## src/crsc_params.svh

```systemverilog
// offsets, field positions, reset values and timing counts of the clock and reset control block
`ifndef CRSC_PARAMS_SVH
`define CRSC_PARAMS_SVH
// register byte offsets
`define CRSC_OFF_RST_EN      4'h0
`define CRSC_OFF_CLK_SEL     4'h4
`define CRSC_OFF_RST_CAUSE   4'h8
`define CRSC_OFF_SW_RESET    4'hC
`define CRSC_OFF_IRQ_STATUS  5'h10
`define CRSC_OFF_IRQ_CLEAR   5'h14
`define CRSC_OFF_IRQ_ENABLE  5'h18
`define CRSC_OFF_CLK_STATUS  5'h1C
// reset cause bit positions
`define CRSC_SRC_POR         0
`define CRSC_SRC_SUPPLY      1
`define CRSC_SRC_USB         2
`define CRSC_SRC_WDOG        3
`define CRSC_SRC_MISSCLK     4
`define CRSC_SRC_CMP         5
`define CRSC_SRC_SOFT        6
`define CRSC_SRC_PIN         7
`define CRSC_SRC_FLASH       8
`define CRSC_NUM_SRC         9
// reset enable register: maskable sources only, bit 9 locks the watchdog on
`define CRSC_RST_EN_RESET    9'h000
`define CRSC_RST_EN_MASKABLE 9'h07E
`define CRSC_WDOG_LOCK_BIT   9
// clock select register fields
`define CRSC_SYS_SEL_LSB     0
`define CRSC_MUL_SRC_BIT     2
`define CRSC_MUL_EN_BIT      3
`define CRSC_USB_SEL_BIT     4
`define CRSC_REC_EN_BIT      5
`define CRSC_CLK_SEL_RESET   6'h00
// interrupt event bits
`define CRSC_EV_CLK_SWITCHED 0
`define CRSC_EV_RST_SEEN     1
`define CRSC_NUM_EV          2
// internal reset stretch after all requests end
`define CRSC_RST_HOLD_NS     64
`define CRSC_CLK_PERIOD_NS   4
`define CRSC_RST_HOLD_CYC    ((`CRSC_RST_HOLD_NS + `CRSC_CLK_PERIOD_NS - 1) / `CRSC_CLK_PERIOD_NS)
`endif

```

## src/crsc_pkg.sv

```systemverilog
// types of the clock and reset control block
package crsc_pkg;
    typedef enum logic [1:0] {
        CRSC_SYS_HFOSC,
        CRSC_SYS_LFOSC,
        CRSC_SYS_EXTOSC,
        CRSC_SYS_MUL_DIV2
    } crsc_sys_src_e;
    typedef enum logic [1:0] {
        CRSC_SW_IDLE,
        CRSC_SW_WAIT_OLD,
        CRSC_SW_WAIT_NEW
    } crsc_sw_state_e;
endpackage

```

## src/crsc_sync.sv

```systemverilog
// two-flop level synchroniser, one per bit
`timescale 1ns/100ps
`default_nettype none
module crsc_sync #(
    parameter int WIDTH = 1
) (
    // clock and reset
    input wire logic clk_in,
    input wire logic reset_n_in,
    // data
    input wire logic [WIDTH-1:0] async_in,
    output logic [WIDTH-1:0] sync_out
);
    logic [WIDTH-1:0] meta_ff;
    logic [WIDTH-1:0] sync_ff;
    genvar i;
    generate
        for (i = 0; i < WIDTH; i = i + 1) begin : g_bit
            always_ff @(posedge clk_in or negedge reset_n_in) begin
                if (!reset_n_in) begin
                    meta_ff[i] <= 1'b0;
                    sync_ff[i] <= 1'b0;
                end else begin
                    meta_ff[i] <= async_in[i];
                    sync_ff[i] <= meta_ff[i];
                end
            end
        end
    endgenerate
    assign sync_out = sync_ff;
endmodule
`default_nettype wire

```

## src/crsc_top.sv

```systemverilog
// clock source selection and reset combining, with avalon-mm registers
//
// Functional notes
// - nine reset causes feed one combiner
// - all but por, pin, flash maskable
// - watchdog lock holds until power-on reset
// - enabled supply low holds device reset
// - system clock: hf, lf, external, multiplier/2
// - clock source changes at run time
// - usb clock from 4x multiplier, recovery on
// - usb clock from internal oscillator directly
// - multiplier input selectable from external oscillator
// - cpu and usb selects are independent
// - debug halt stalls peripherals except usb/adc/smbus
`include "crsc_params.svh"
`timescale 1ns/100ps
`default_nettype none
module crsc_top
    import crsc_pkg::*;
#(
    parameter int NUM_PERIPH = 8,
    parameter int HOLD_CYC = `CRSC_RST_HOLD_CYC
) (
    // clock and power-on reset
    input wire logic clk_in,
    input wire logic reset_n_in,
    // avalon-mm slave
    input wire logic [4:0] avs_address_in,
    input wire logic avs_read_in,
    input wire logic avs_write_in,
    input wire logic [31:0] avs_writedata_in,
    output logic [31:0] avs_readdata_out,
    output logic avs_waitrequest_out,
    // asynchronous reset requests
    input wire logic supply_low_in,
    input wire logic usb_bus_event_in,
    input wire logic watchdog_timer_expired_in,
    input wire logic missing_clock_in,
    input wire logic comparator_level_in,
    input wire logic ext_reset_pin_n_in,
    input wire logic flash_violation_in,
    // oscillator levels sampled for the switch handshake
    input wire logic hf_osc_level_in,
    input wire logic lf_osc_level_in,
    input wire logic ext_osc_level_in,
    input wire logic mul_div2_level_in,
    // debug halt from the two_wire_debug_link
    input wire logic debug_halt_in,
    // peripheral stall, bit set means usb, adc or smbus
    input wire logic [NUM_PERIPH-1:0] periph_exempt_in,
    output logic [NUM_PERIPH-1:0] periph_stall_out,
    // clock controls
    output logic [1:0] sys_clk_sel_out,
    output logic sys_clk_gate_out,
    output logic mul_src_ext_out,
    output logic mul_enable_out,
    output logic usb_clk_from_mul_out,
    output logic clock_recovery_out,
    // resets and interrupt
    output logic sys_reset_n_out,
    output logic irq_out
);
    // ------------------------------------------------------------
    // synchronisers
    // ------------------------------------------------------------
    logic [6:0] req_raw;
    logic [6:0] req_sync;
    logic [3:0] osc_sync;
    logic halt_sync;
    assign req_raw = {flash_violation_in, ~ext_reset_pin_n_in, comparator_level_in, missing_clock_in,
                      watchdog_timer_expired_in, usb_bus_event_in, supply_low_in};
    crsc_sync #(.WIDTH(12)) u_sync (
        .clk_in(clk_in),
        .reset_n_in(reset_n_in),
        .async_in({debug_halt_in, mul_div2_level_in, ext_osc_level_in, lf_osc_level_in, hf_osc_level_in,
                   req_raw}),
        .sync_out({halt_sync, osc_sync, req_sync})
    );
    // ------------------------------------------------------------
    // registers
    // ------------------------------------------------------------
    logic [9:0] rst_en_ff;
    logic [5:0] clk_sel_ff;
    logic [`CRSC_NUM_SRC-1:0] cause_ff;
    logic [`CRSC_NUM_EV-1:0] irq_stat_ff;
    logic [`CRSC_NUM_EV-1:0] irq_en_ff;
    logic soft_req_ff;
    logic rd_valid_ff;
    logic wr_rst_en;
    logic wr_clk_sel;
    logic wr_soft;
    logic wr_irq_clr;
    logic wr_irq_en;
    // reads pay one wait state so that read data leave a flop; writes never wait
    assign avs_waitrequest_out = avs_read_in && !rd_valid_ff;
    assign wr_rst_en = avs_write_in && (avs_address_in == 5'(`CRSC_OFF_RST_EN));
    assign wr_clk_sel = avs_write_in && (avs_address_in == 5'(`CRSC_OFF_CLK_SEL));
    // a software request written while disabled is dropped, so a later enable cannot fire it
    assign wr_soft = avs_write_in && (avs_address_in == 5'(`CRSC_OFF_SW_RESET)) && avs_writedata_in[0]
                     && rst_en_ff[`CRSC_SRC_SOFT];
    assign wr_irq_clr = avs_write_in && (avs_address_in == `CRSC_OFF_IRQ_CLEAR);
    assign wr_irq_en = avs_write_in && (avs_address_in == `CRSC_OFF_IRQ_ENABLE);
    // ------------------------------------------------------------
    // reset combiner
    // ------------------------------------------------------------
    logic [`CRSC_NUM_SRC-1:0] req_vec;
    logic [`CRSC_NUM_SRC-1:0] gate_vec;
    logic any_req;
    logic [7:0] hold_cnt_ff;
    logic sys_rst_ff;
    assign req_vec = {req_sync[6], req_sync[5], soft_req_ff, req_sync[4], req_sync[3], req_sync[2],
                      req_sync[1], req_sync[0], 1'b0};
    // por, pin and flash bypass enables
    // the lock forces the watchdog in whatever its enable bit says
    assign gate_vec = rst_en_ff[8:0] | ~9'(`CRSC_RST_EN_MASKABLE)
                      | (9'(rst_en_ff[`CRSC_WDOG_LOCK_BIT]) << `CRSC_SRC_WDOG);
    // supply low held for its whole duration
    assign any_req = |(req_vec & gate_vec);
    // stretch reset after requests end
    // any new request restarts the count, so the stretch always follows the last one
    always_ff @(posedge clk_in or negedge reset_n_in) begin
        if (!reset_n_in) begin
            hold_cnt_ff <= 8'h00;
            sys_rst_ff <= 1'b1;
        end else if (any_req) begin
            hold_cnt_ff <= 8'h00;
            sys_rst_ff <= 1'b1;
        end else if (hold_cnt_ff < 8'(HOLD_CYC)) begin
            hold_cnt_ff <= hold_cnt_ff + 8'h01;
            sys_rst_ff <= 1'b1;
        end else begin
            sys_rst_ff <= 1'b0;
        end
    end
    assign sys_reset_n_out = ~sys_rst_ff;
    // cause register: latched on entry to reset, por after power-up
    always_ff @(posedge clk_in or negedge reset_n_in) begin
        if (!reset_n_in) begin
            cause_ff <= 9'(1) << `CRSC_SRC_POR;
        end else if (any_req && !sys_rst_ff) begin
            cause_ff <= req_vec & gate_vec;
        end
    end
    // ------------------------------------------------------------
    // control registers, reset only by power-on; the software request also clears when the internal reset asserts
    // ------------------------------------------------------------
    always_ff @(posedge clk_in or negedge reset_n_in) begin
        if (!reset_n_in) begin
            rst_en_ff <= {1'b0, 9'(`CRSC_RST_EN_RESET)};
        end else if (wr_rst_en) begin
            rst_en_ff[8:0] <= avs_writedata_in[8:0] & 9'(`CRSC_RST_EN_MASKABLE);
            rst_en_ff[`CRSC_WDOG_LOCK_BIT] <= rst_en_ff[`CRSC_WDOG_LOCK_BIT]
                                           | avs_writedata_in[`CRSC_WDOG_LOCK_BIT];
        end
    end
    // usb and cpu fields written together, all six bits by each write
    always_ff @(posedge clk_in or negedge reset_n_in) begin
        if (!reset_n_in) begin
            clk_sel_ff <= `CRSC_CLK_SEL_RESET;
        end else if (wr_clk_sel) begin
            clk_sel_ff <= avs_writedata_in[5:0];
        end
    end
    // software reset request stays until the internal reset asserts
    always_ff @(posedge clk_in or negedge reset_n_in) begin
        if (!reset_n_in) begin
            soft_req_ff <= 1'b0;
        end else if (wr_soft) begin
            soft_req_ff <= 1'b1;
        end else if (sys_rst_ff) begin
            soft_req_ff <= 1'b0;
        end
    end
    // ------------------------------------------------------------
    // usb and multiplier controls
    // ------------------------------------------------------------
    // multiplier input choice
    assign mul_src_ext_out = clk_sel_ff[`CRSC_MUL_SRC_BIT];
    assign mul_enable_out = clk_sel_ff[`CRSC_MUL_EN_BIT];
    // full speed via multiplier with recovery
    assign usb_clk_from_mul_out = clk_sel_ff[`CRSC_USB_SEL_BIT];
    assign clock_recovery_out = clk_sel_ff[`CRSC_REC_EN_BIT];
    // ------------------------------------------------------------
    // glitch-free system clock switch
    // ------------------------------------------------------------
    crsc_sw_state_e sw_state_ff;
    logic [1:0] cur_sel_ff;
    logic gate_ff;
    logic switched_pulse;
    crsc_sys_src_e req_sel;
    assign req_sel = crsc_sys_src_e'(clk_sel_ff[`CRSC_SYS_SEL_LSB +: 2]);
    // levels come through the synchroniser two cycles late; slow sources keep the
    // gate shut for longer, traded for keeping the switch in a single clock domain
    // four sources, old low then new low
    always_ff @(posedge clk_in or negedge reset_n_in) begin
        if (!reset_n_in) begin
            sw_state_ff <= CRSC_SW_IDLE;
            cur_sel_ff <= 2'h0;
            gate_ff <= 1'b1;
        end else begin
            case (sw_state_ff)
                CRSC_SW_IDLE: begin
                    if (req_sel != crsc_sys_src_e'(cur_sel_ff)) begin
                        sw_state_ff <= CRSC_SW_WAIT_OLD;
                    end
                end
                CRSC_SW_WAIT_OLD: begin
                    if (!osc_sync[cur_sel_ff]) begin
                        gate_ff <= 1'b0;
                        cur_sel_ff <= req_sel;
                        sw_state_ff <= CRSC_SW_WAIT_NEW;
                    end
                end
                CRSC_SW_WAIT_NEW: begin
                    if (!osc_sync[cur_sel_ff]) begin
                        gate_ff <= 1'b1;
                        sw_state_ff <= CRSC_SW_IDLE;
                    end
                end
                default: begin
                    sw_state_ff <= CRSC_SW_IDLE;
                end
            endcase
        end
    end
    assign switched_pulse = (sw_state_ff == CRSC_SW_WAIT_NEW) && !osc_sync[cur_sel_ff];
    assign sys_clk_sel_out = cur_sel_ff;
    assign sys_clk_gate_out = gate_ff;
    // ------------------------------------------------------------
    // debug stall
    // ------------------------------------------------------------
    // stall all but exempt peripherals
    assign periph_stall_out = {NUM_PERIPH{halt_sync}} & ~periph_exempt_in;
    // ------------------------------------------------------------
    // interrupts
    // ------------------------------------------------------------
    logic [`CRSC_NUM_EV-1:0] ev_vec;
    logic rst_seen_ff;
    always_ff @(posedge clk_in or negedge reset_n_in) begin
        if (!reset_n_in) begin
            rst_seen_ff <= 1'b0;
        end else begin
            rst_seen_ff <= sys_rst_ff;
        end
    end
    assign ev_vec = {rst_seen_ff && !sys_rst_ff, switched_pulse};
    // set wins over a clear in the same cycle
    always_ff @(posedge clk_in or negedge reset_n_in) begin
        if (!reset_n_in) begin
            irq_stat_ff <= 2'h0;
        end else begin
            irq_stat_ff <= (irq_stat_ff & ~(wr_irq_clr ? avs_writedata_in[1:0] : 2'h0)) | ev_vec;
        end
    end
    always_ff @(posedge clk_in or negedge reset_n_in) begin
        if (!reset_n_in) begin
            irq_en_ff <= 2'h0;
        end else if (wr_irq_en) begin
            irq_en_ff <= avs_writedata_in[1:0];
        end
    end
    assign irq_out = |(irq_stat_ff & irq_en_ff);
    // ------------------------------------------------------------
    // read data, registered; unmapped reads return zero
    // ------------------------------------------------------------
    logic [31:0] nxt_rdata;
    logic [31:0] rdata_ff;
    always_comb begin
        nxt_rdata = 32'h0000_0000;
        case (avs_address_in)
            5'(`CRSC_OFF_RST_EN): nxt_rdata = {22'h0, rst_en_ff};
            5'(`CRSC_OFF_CLK_SEL): nxt_rdata = {26'h0, clk_sel_ff};
            5'(`CRSC_OFF_RST_CAUSE): nxt_rdata = {23'h0, cause_ff};
            `CRSC_OFF_IRQ_STATUS: nxt_rdata = {30'h0, irq_stat_ff};
            `CRSC_OFF_IRQ_ENABLE: nxt_rdata = {30'h0, irq_en_ff};
            `CRSC_OFF_CLK_STATUS: nxt_rdata = {27'h0, halt_sync, sw_state_ff != CRSC_SW_IDLE, cur_sel_ff, gate_ff};
            default: nxt_rdata = 32'h0000_0000;
        endcase
    end
    always_ff @(posedge clk_in or negedge reset_n_in) begin
        if (!reset_n_in) begin
            rdata_ff <= 32'h0000_0000;
        end else if (avs_read_in && !rd_valid_ff) begin
            rdata_ff <= nxt_rdata;
        end
    end
    // the wait state lasts one cycle, so back-to-back reads each take two
    always_ff @(posedge clk_in or negedge reset_n_in) begin
        if (!reset_n_in) begin
            rd_valid_ff <= 1'b0;
        end else begin
            rd_valid_ff <= avs_read_in && !rd_valid_ff;
        end
    end
    assign avs_readdata_out = rdata_ff;
endmodule
`default_nettype wire

```

## config.mk

```make
export PLATFORM = sky130hd
export DESIGN_NAME = crsc_top
export DESIGN_NICKNAME = d
export VERILOG_FILES = /design/src/crsc_pkg.sv /design/src/crsc_sync.sv /design/src/crsc_top.sv
export VERILOG_INCLUDE_DIRS = /design/src
export SDC_FILE = /design/constraint.sdc
export NUM_CORES = 1
export LEC_CHECK = 0
export BUFFER_PORTS_ARGS = -buffer_cell sky130_fd_sc_hd__buf_2
export CAP_MARGIN = 30
export CORE_MARGIN = 1.5
export CORE_UTILIZATION = 34
export DETAILED_ROUTE_END_ITERATION = 8
export GPL_TIMING_DRIVEN = 0
export PLACE_DENSITY = 0.57
export SLEW_MARGIN = 30
export SYNTH_ARGS = -nofsm -noshare
export SYNTH_HDL_FRONTEND = slang
export SYNTH_SLANG_ARGS = --single-unit
```

## constraint.sdc

```tcl
create_clock -name clk_in -period 1.92 [get_ports clk_in]
set_input_delay 0.576 -clock clk_in [delete_from_list [all_inputs] [get_ports clk_in]]
set_output_delay 0.576 -clock clk_in [all_outputs]
set_load 0.01 [all_outputs]
```

==> reports/summary.txt <==
result of the run: finished clean
antenna viol nets, final: 0
cell taking the most area after synthesis: sky130_fd_sc_hd__dfrtp_1
CTS root buf: sky130_fd_sc_hd__clkbuf_8
CTS tree: yes
layout cells sized above 1: 36.83%
average wire length per cell after detail routing: 13.85 µm
clock period minus final worst setup slack: 1.854 ns
top flip-flop cell by instance count after synthesis: sky130_fd_sc_hd__dfrtp_1
number of max-cap violations: 0
Post-CTS Hold Buffers: 0
M3 GR Usage: 4.072%
count of warnings emitted by yosys: 0
largest fanout on the critical path: 8
CTS H-Tree Depth: 3
type of the worst min-delay path: in2async
initial cell density of the core: 35.51%
synthesized area divided by synthesized cell count: 12.18 µm²
final number of max-transition violations: 0
Die Span Y: 101.7 µm
critical path launch point type: flip-flop
number of enable flip-flop cells after synthesis: 0
worst slew pin tran: 0.6062 ns
mux contribution to synthesized area: 9.596%
basic-gate share of the synthesized area counting and, or, nand and nor cells: 13.45%
hpwl dp: 5.106 mm
P&R area growth vs syn: 23.57%
DR pass1 iterations: 4
Netlist cell types: 53
synthesized instance count: 272
Buffers & Inverters on Critical Path: 2
unrepaired setup endpoints after global routing: false
maximum vdd ir drop: 0.4414 mV
DR vias/cell: 4.513
post-route clock skew: 0.005603 ns
CP cell instances: inv_1, buf_2
# DRC: 0
overall power of the completed layout: 3.784 mW
data required time at the worst endpoint: 1.34 ns
register area share after synthesis: 58.29%
total core area: 0.009328 mm²
busiest metal layer after global routing: met2
number of violations reported at the end of detailed-routing iteration 0: 88
dominant combinational cell family by area after synthesis: simple AND/OR/NAND/NOR gates
initial antenna violation count: 0
Skew-Pair Late Insertion Delay: 0.35 ns
cell family with the largest share of critical-path delay: flip-flops
register clock-pin slew on the reported worst setup and hold paths: 0.08 ns
xor and xnor area share after synthesis: 1.587%
LEAKAGE: 2.048 nW
number of buffers inserted during clock tree synthesis: 9
asr flop ratio synth: 100.0%
synthesized cell area: 0.003312 mm²
Rel. slew slack: 59.25%
share of the synthesized area in the top cell type: 55.91%
total global routing track utilization: 14.45%
adder and majority gate portion of the synthesized area: 0.3778%
M2 GR Usage: 22.92%
WL final: 6.937 mm
total power per unit cell area: 924.7 mW/mm²
# setup viols final: 0
via count of the first global-routing pass: 2208
Critical Path AT: 1.28 ns
total number of vias: 2261
buffer levels on the longest clock path: 2
count of buffers from port buffering: 62
Die W: 101.7 µm
critical-path cell with the highest stage delay: sky130_fd_sc_hd__dfstp_2
Crit Path Class: reg2out
global-route wire length before repair: 11.27 mm
final worst path period share: 96.55%
maximum number of pins on one net before global-route repair: 41
ranking of synthesized cells by area: sky130_fd_sc_hd__dfrtp_1, sky130_fd_sc_hd__buf_4, sky130_fd_sc_hd__mux2_2
fraction of met1 tracks used by global routing: 19.24%
synthesized flop and latch total: 77
Placement Rows: 35
final weighted congestion in routability-driven placement: 0.8061
total grt overflow: 0
count of final hold-check violations: 0
element type at the critical path end: output port
Antenna diodes: 0
maximum achievable frequency: 539.4 MHz
delay of the slowest cell on the worst path: 0.64 ns
area fraction in compound gates after synthesis: 9.218%
number of clock sinks: 77
number of top-level pins: 111
fin nets: 429
setup total negative slack: 0 ns
DIE AREA: 0.01034 mm²
## synth_stat cells (all sizes together) (3+ instances only)
cell type and instances:
mux2i 7, nor2 20, a21o 6, mux2 18, nand2 23, xnor2 3
buf 27, a22o 7, a21oi 4, a31oi 3, clkbuf 3, dfstp 3
dfrtp 74, nor3 9, o21ai 7, a22oi 3, inv 9, xor2 3
nor2b 9, nand3 3
## cells in the final DEF (no fill, tap or decap), types with 4 or more instances in the layout
cell,Yosys,layout
sky130_fd_sc_hd__buf_4,23,25
sky130_fd_sc_hd__nor2_1,20,20
sky130_fd_sc_hd__nand2_1,21,21
sky130_fd_sc_hd__a22o_1,7,7
sky130_fd_sc_hd__a21oi_1,4,4
sky130_fd_sc_hd__nor2b_1,9,9
sky130_fd_sc_hd__mux2i_1,7,7
sky130_fd_sc_hd__o21ai_0,7,7
sky130_fd_sc_hd__clkbuf_8,0,10
sky130_fd_sc_hd__a21o_1,6,6
sky130_fd_sc_hd__conb_1,1,22
sky130_fd_sc_hd__dfrtp_1,74,74
sky130_fd_sc_hd__clkinvlp_4,0,4
sky130_fd_sc_hd__nor3_1,5,5
sky130_fd_sc_hd__mux2_2,10,10
sky130_fd_sc_hd__mux2_4,6,6
sky130_fd_sc_hd__inv_1,9,9
sky130_fd_sc_hd__buf_2,3,64
## flip-flops by register name, summed over array words and instances (netlist names)
name              flops
sys_rst_ff            1
soft_req_ff           1
clk_sel_ff            6
u_sync.sync_out      12
rst_en_ff             7
sys_clk_sel_out       2
irq_stat_ff           2
avs_readdata_out     10
hold_cnt_ff           8
rd_valid_ff           1
sys_clk_gate_out      1
cause_ff              9
rst_seen_ff           1
u_sync.meta_ff       12
sw_state_ff           2
irq_en_ff             2
## area by class of cell
class                   count  area, µm²
multi-input cells         177       1219
well taps                 129      161.4
clock buffers              11      141.4
fillers                   923       5235
flip-flops and latches     77       1931
repair buffers             64      340.3
clock inverters             5      60.06
inverters                   9      33.78
plain buffers              29      206.4
## through the flow
stage / instances / utilization [%] / area [µm²] / worst slack [ns] / hold WS, ns
after global routing: 501 / 43.88 / 4093 / 0.007772 / 0.2049
after floorplan: 293 / - / 3391 / 0.1178 / 0.2804
final: 501 / 43.88 / 4093 / 0.06625 / 0.1893
after detailed placement: 485 / 41.65 / 3885 / -0.1469 / 0.3347
after global placement: 484 / 41.41 / 3862 / -0.2352 / 0.3321
after CTS: 501 / 43.85 / 4090 / 0.01616 / 0.1957
## logic make-up after synthesis
group	after synthesis
AO/OA/AOI/OAI	42
XOR/XNOR	6
adder cells (fa/ha/maj)	1
buffers and inverters	39
flip-flops	77
multiplexers	26
other	1
AND/OR/NAND/NOR	80
## routing by layer
metal / vias to the layer above / routed length, µm
met4: 0 / 40
met1: 1089 / 3154
li1: 1093 / -
met3: 6 / 406
met5: - / 0
met2: 73 / 3336
## worst paths after layout
path,from,end,slack (ns),cells past startpoint
worst max-delay path,sys_rst_ff,sys_reset_n_out,0.07,2
worst min-delay path,reset_n_in,u_sync.meta_ff[4],0.19,1
worst max register to register,sys_clk_sel_out[0],sys_clk_sel_out[1],0.13,3
worst min register to register,u_sync.meta_ff[2],u_sync.sync_out[2],0.35,0
max in group asynchronous,reset_n_in,cause_ff[0],1.08,2
min in group clk_in,debug_halt_in,u_sync.meta_ff[11],0.33,1
## power breakdown
group	total (mW)	switching (mW)	internal [mW]
clock	1.21	0.576	0.635
sequential	1.94	0.157	1.78
combinational	0.636	0.308	0.328
total	3.78	1.04	2.74
## repair_timing
action,4_1_cts,5_1_grt
gates resized for setup,0,1
endpoints found under the setup margin,3,1
buffers inserted,1,0
pin swaps,1,0
Power figures use the tool's default switching activity.
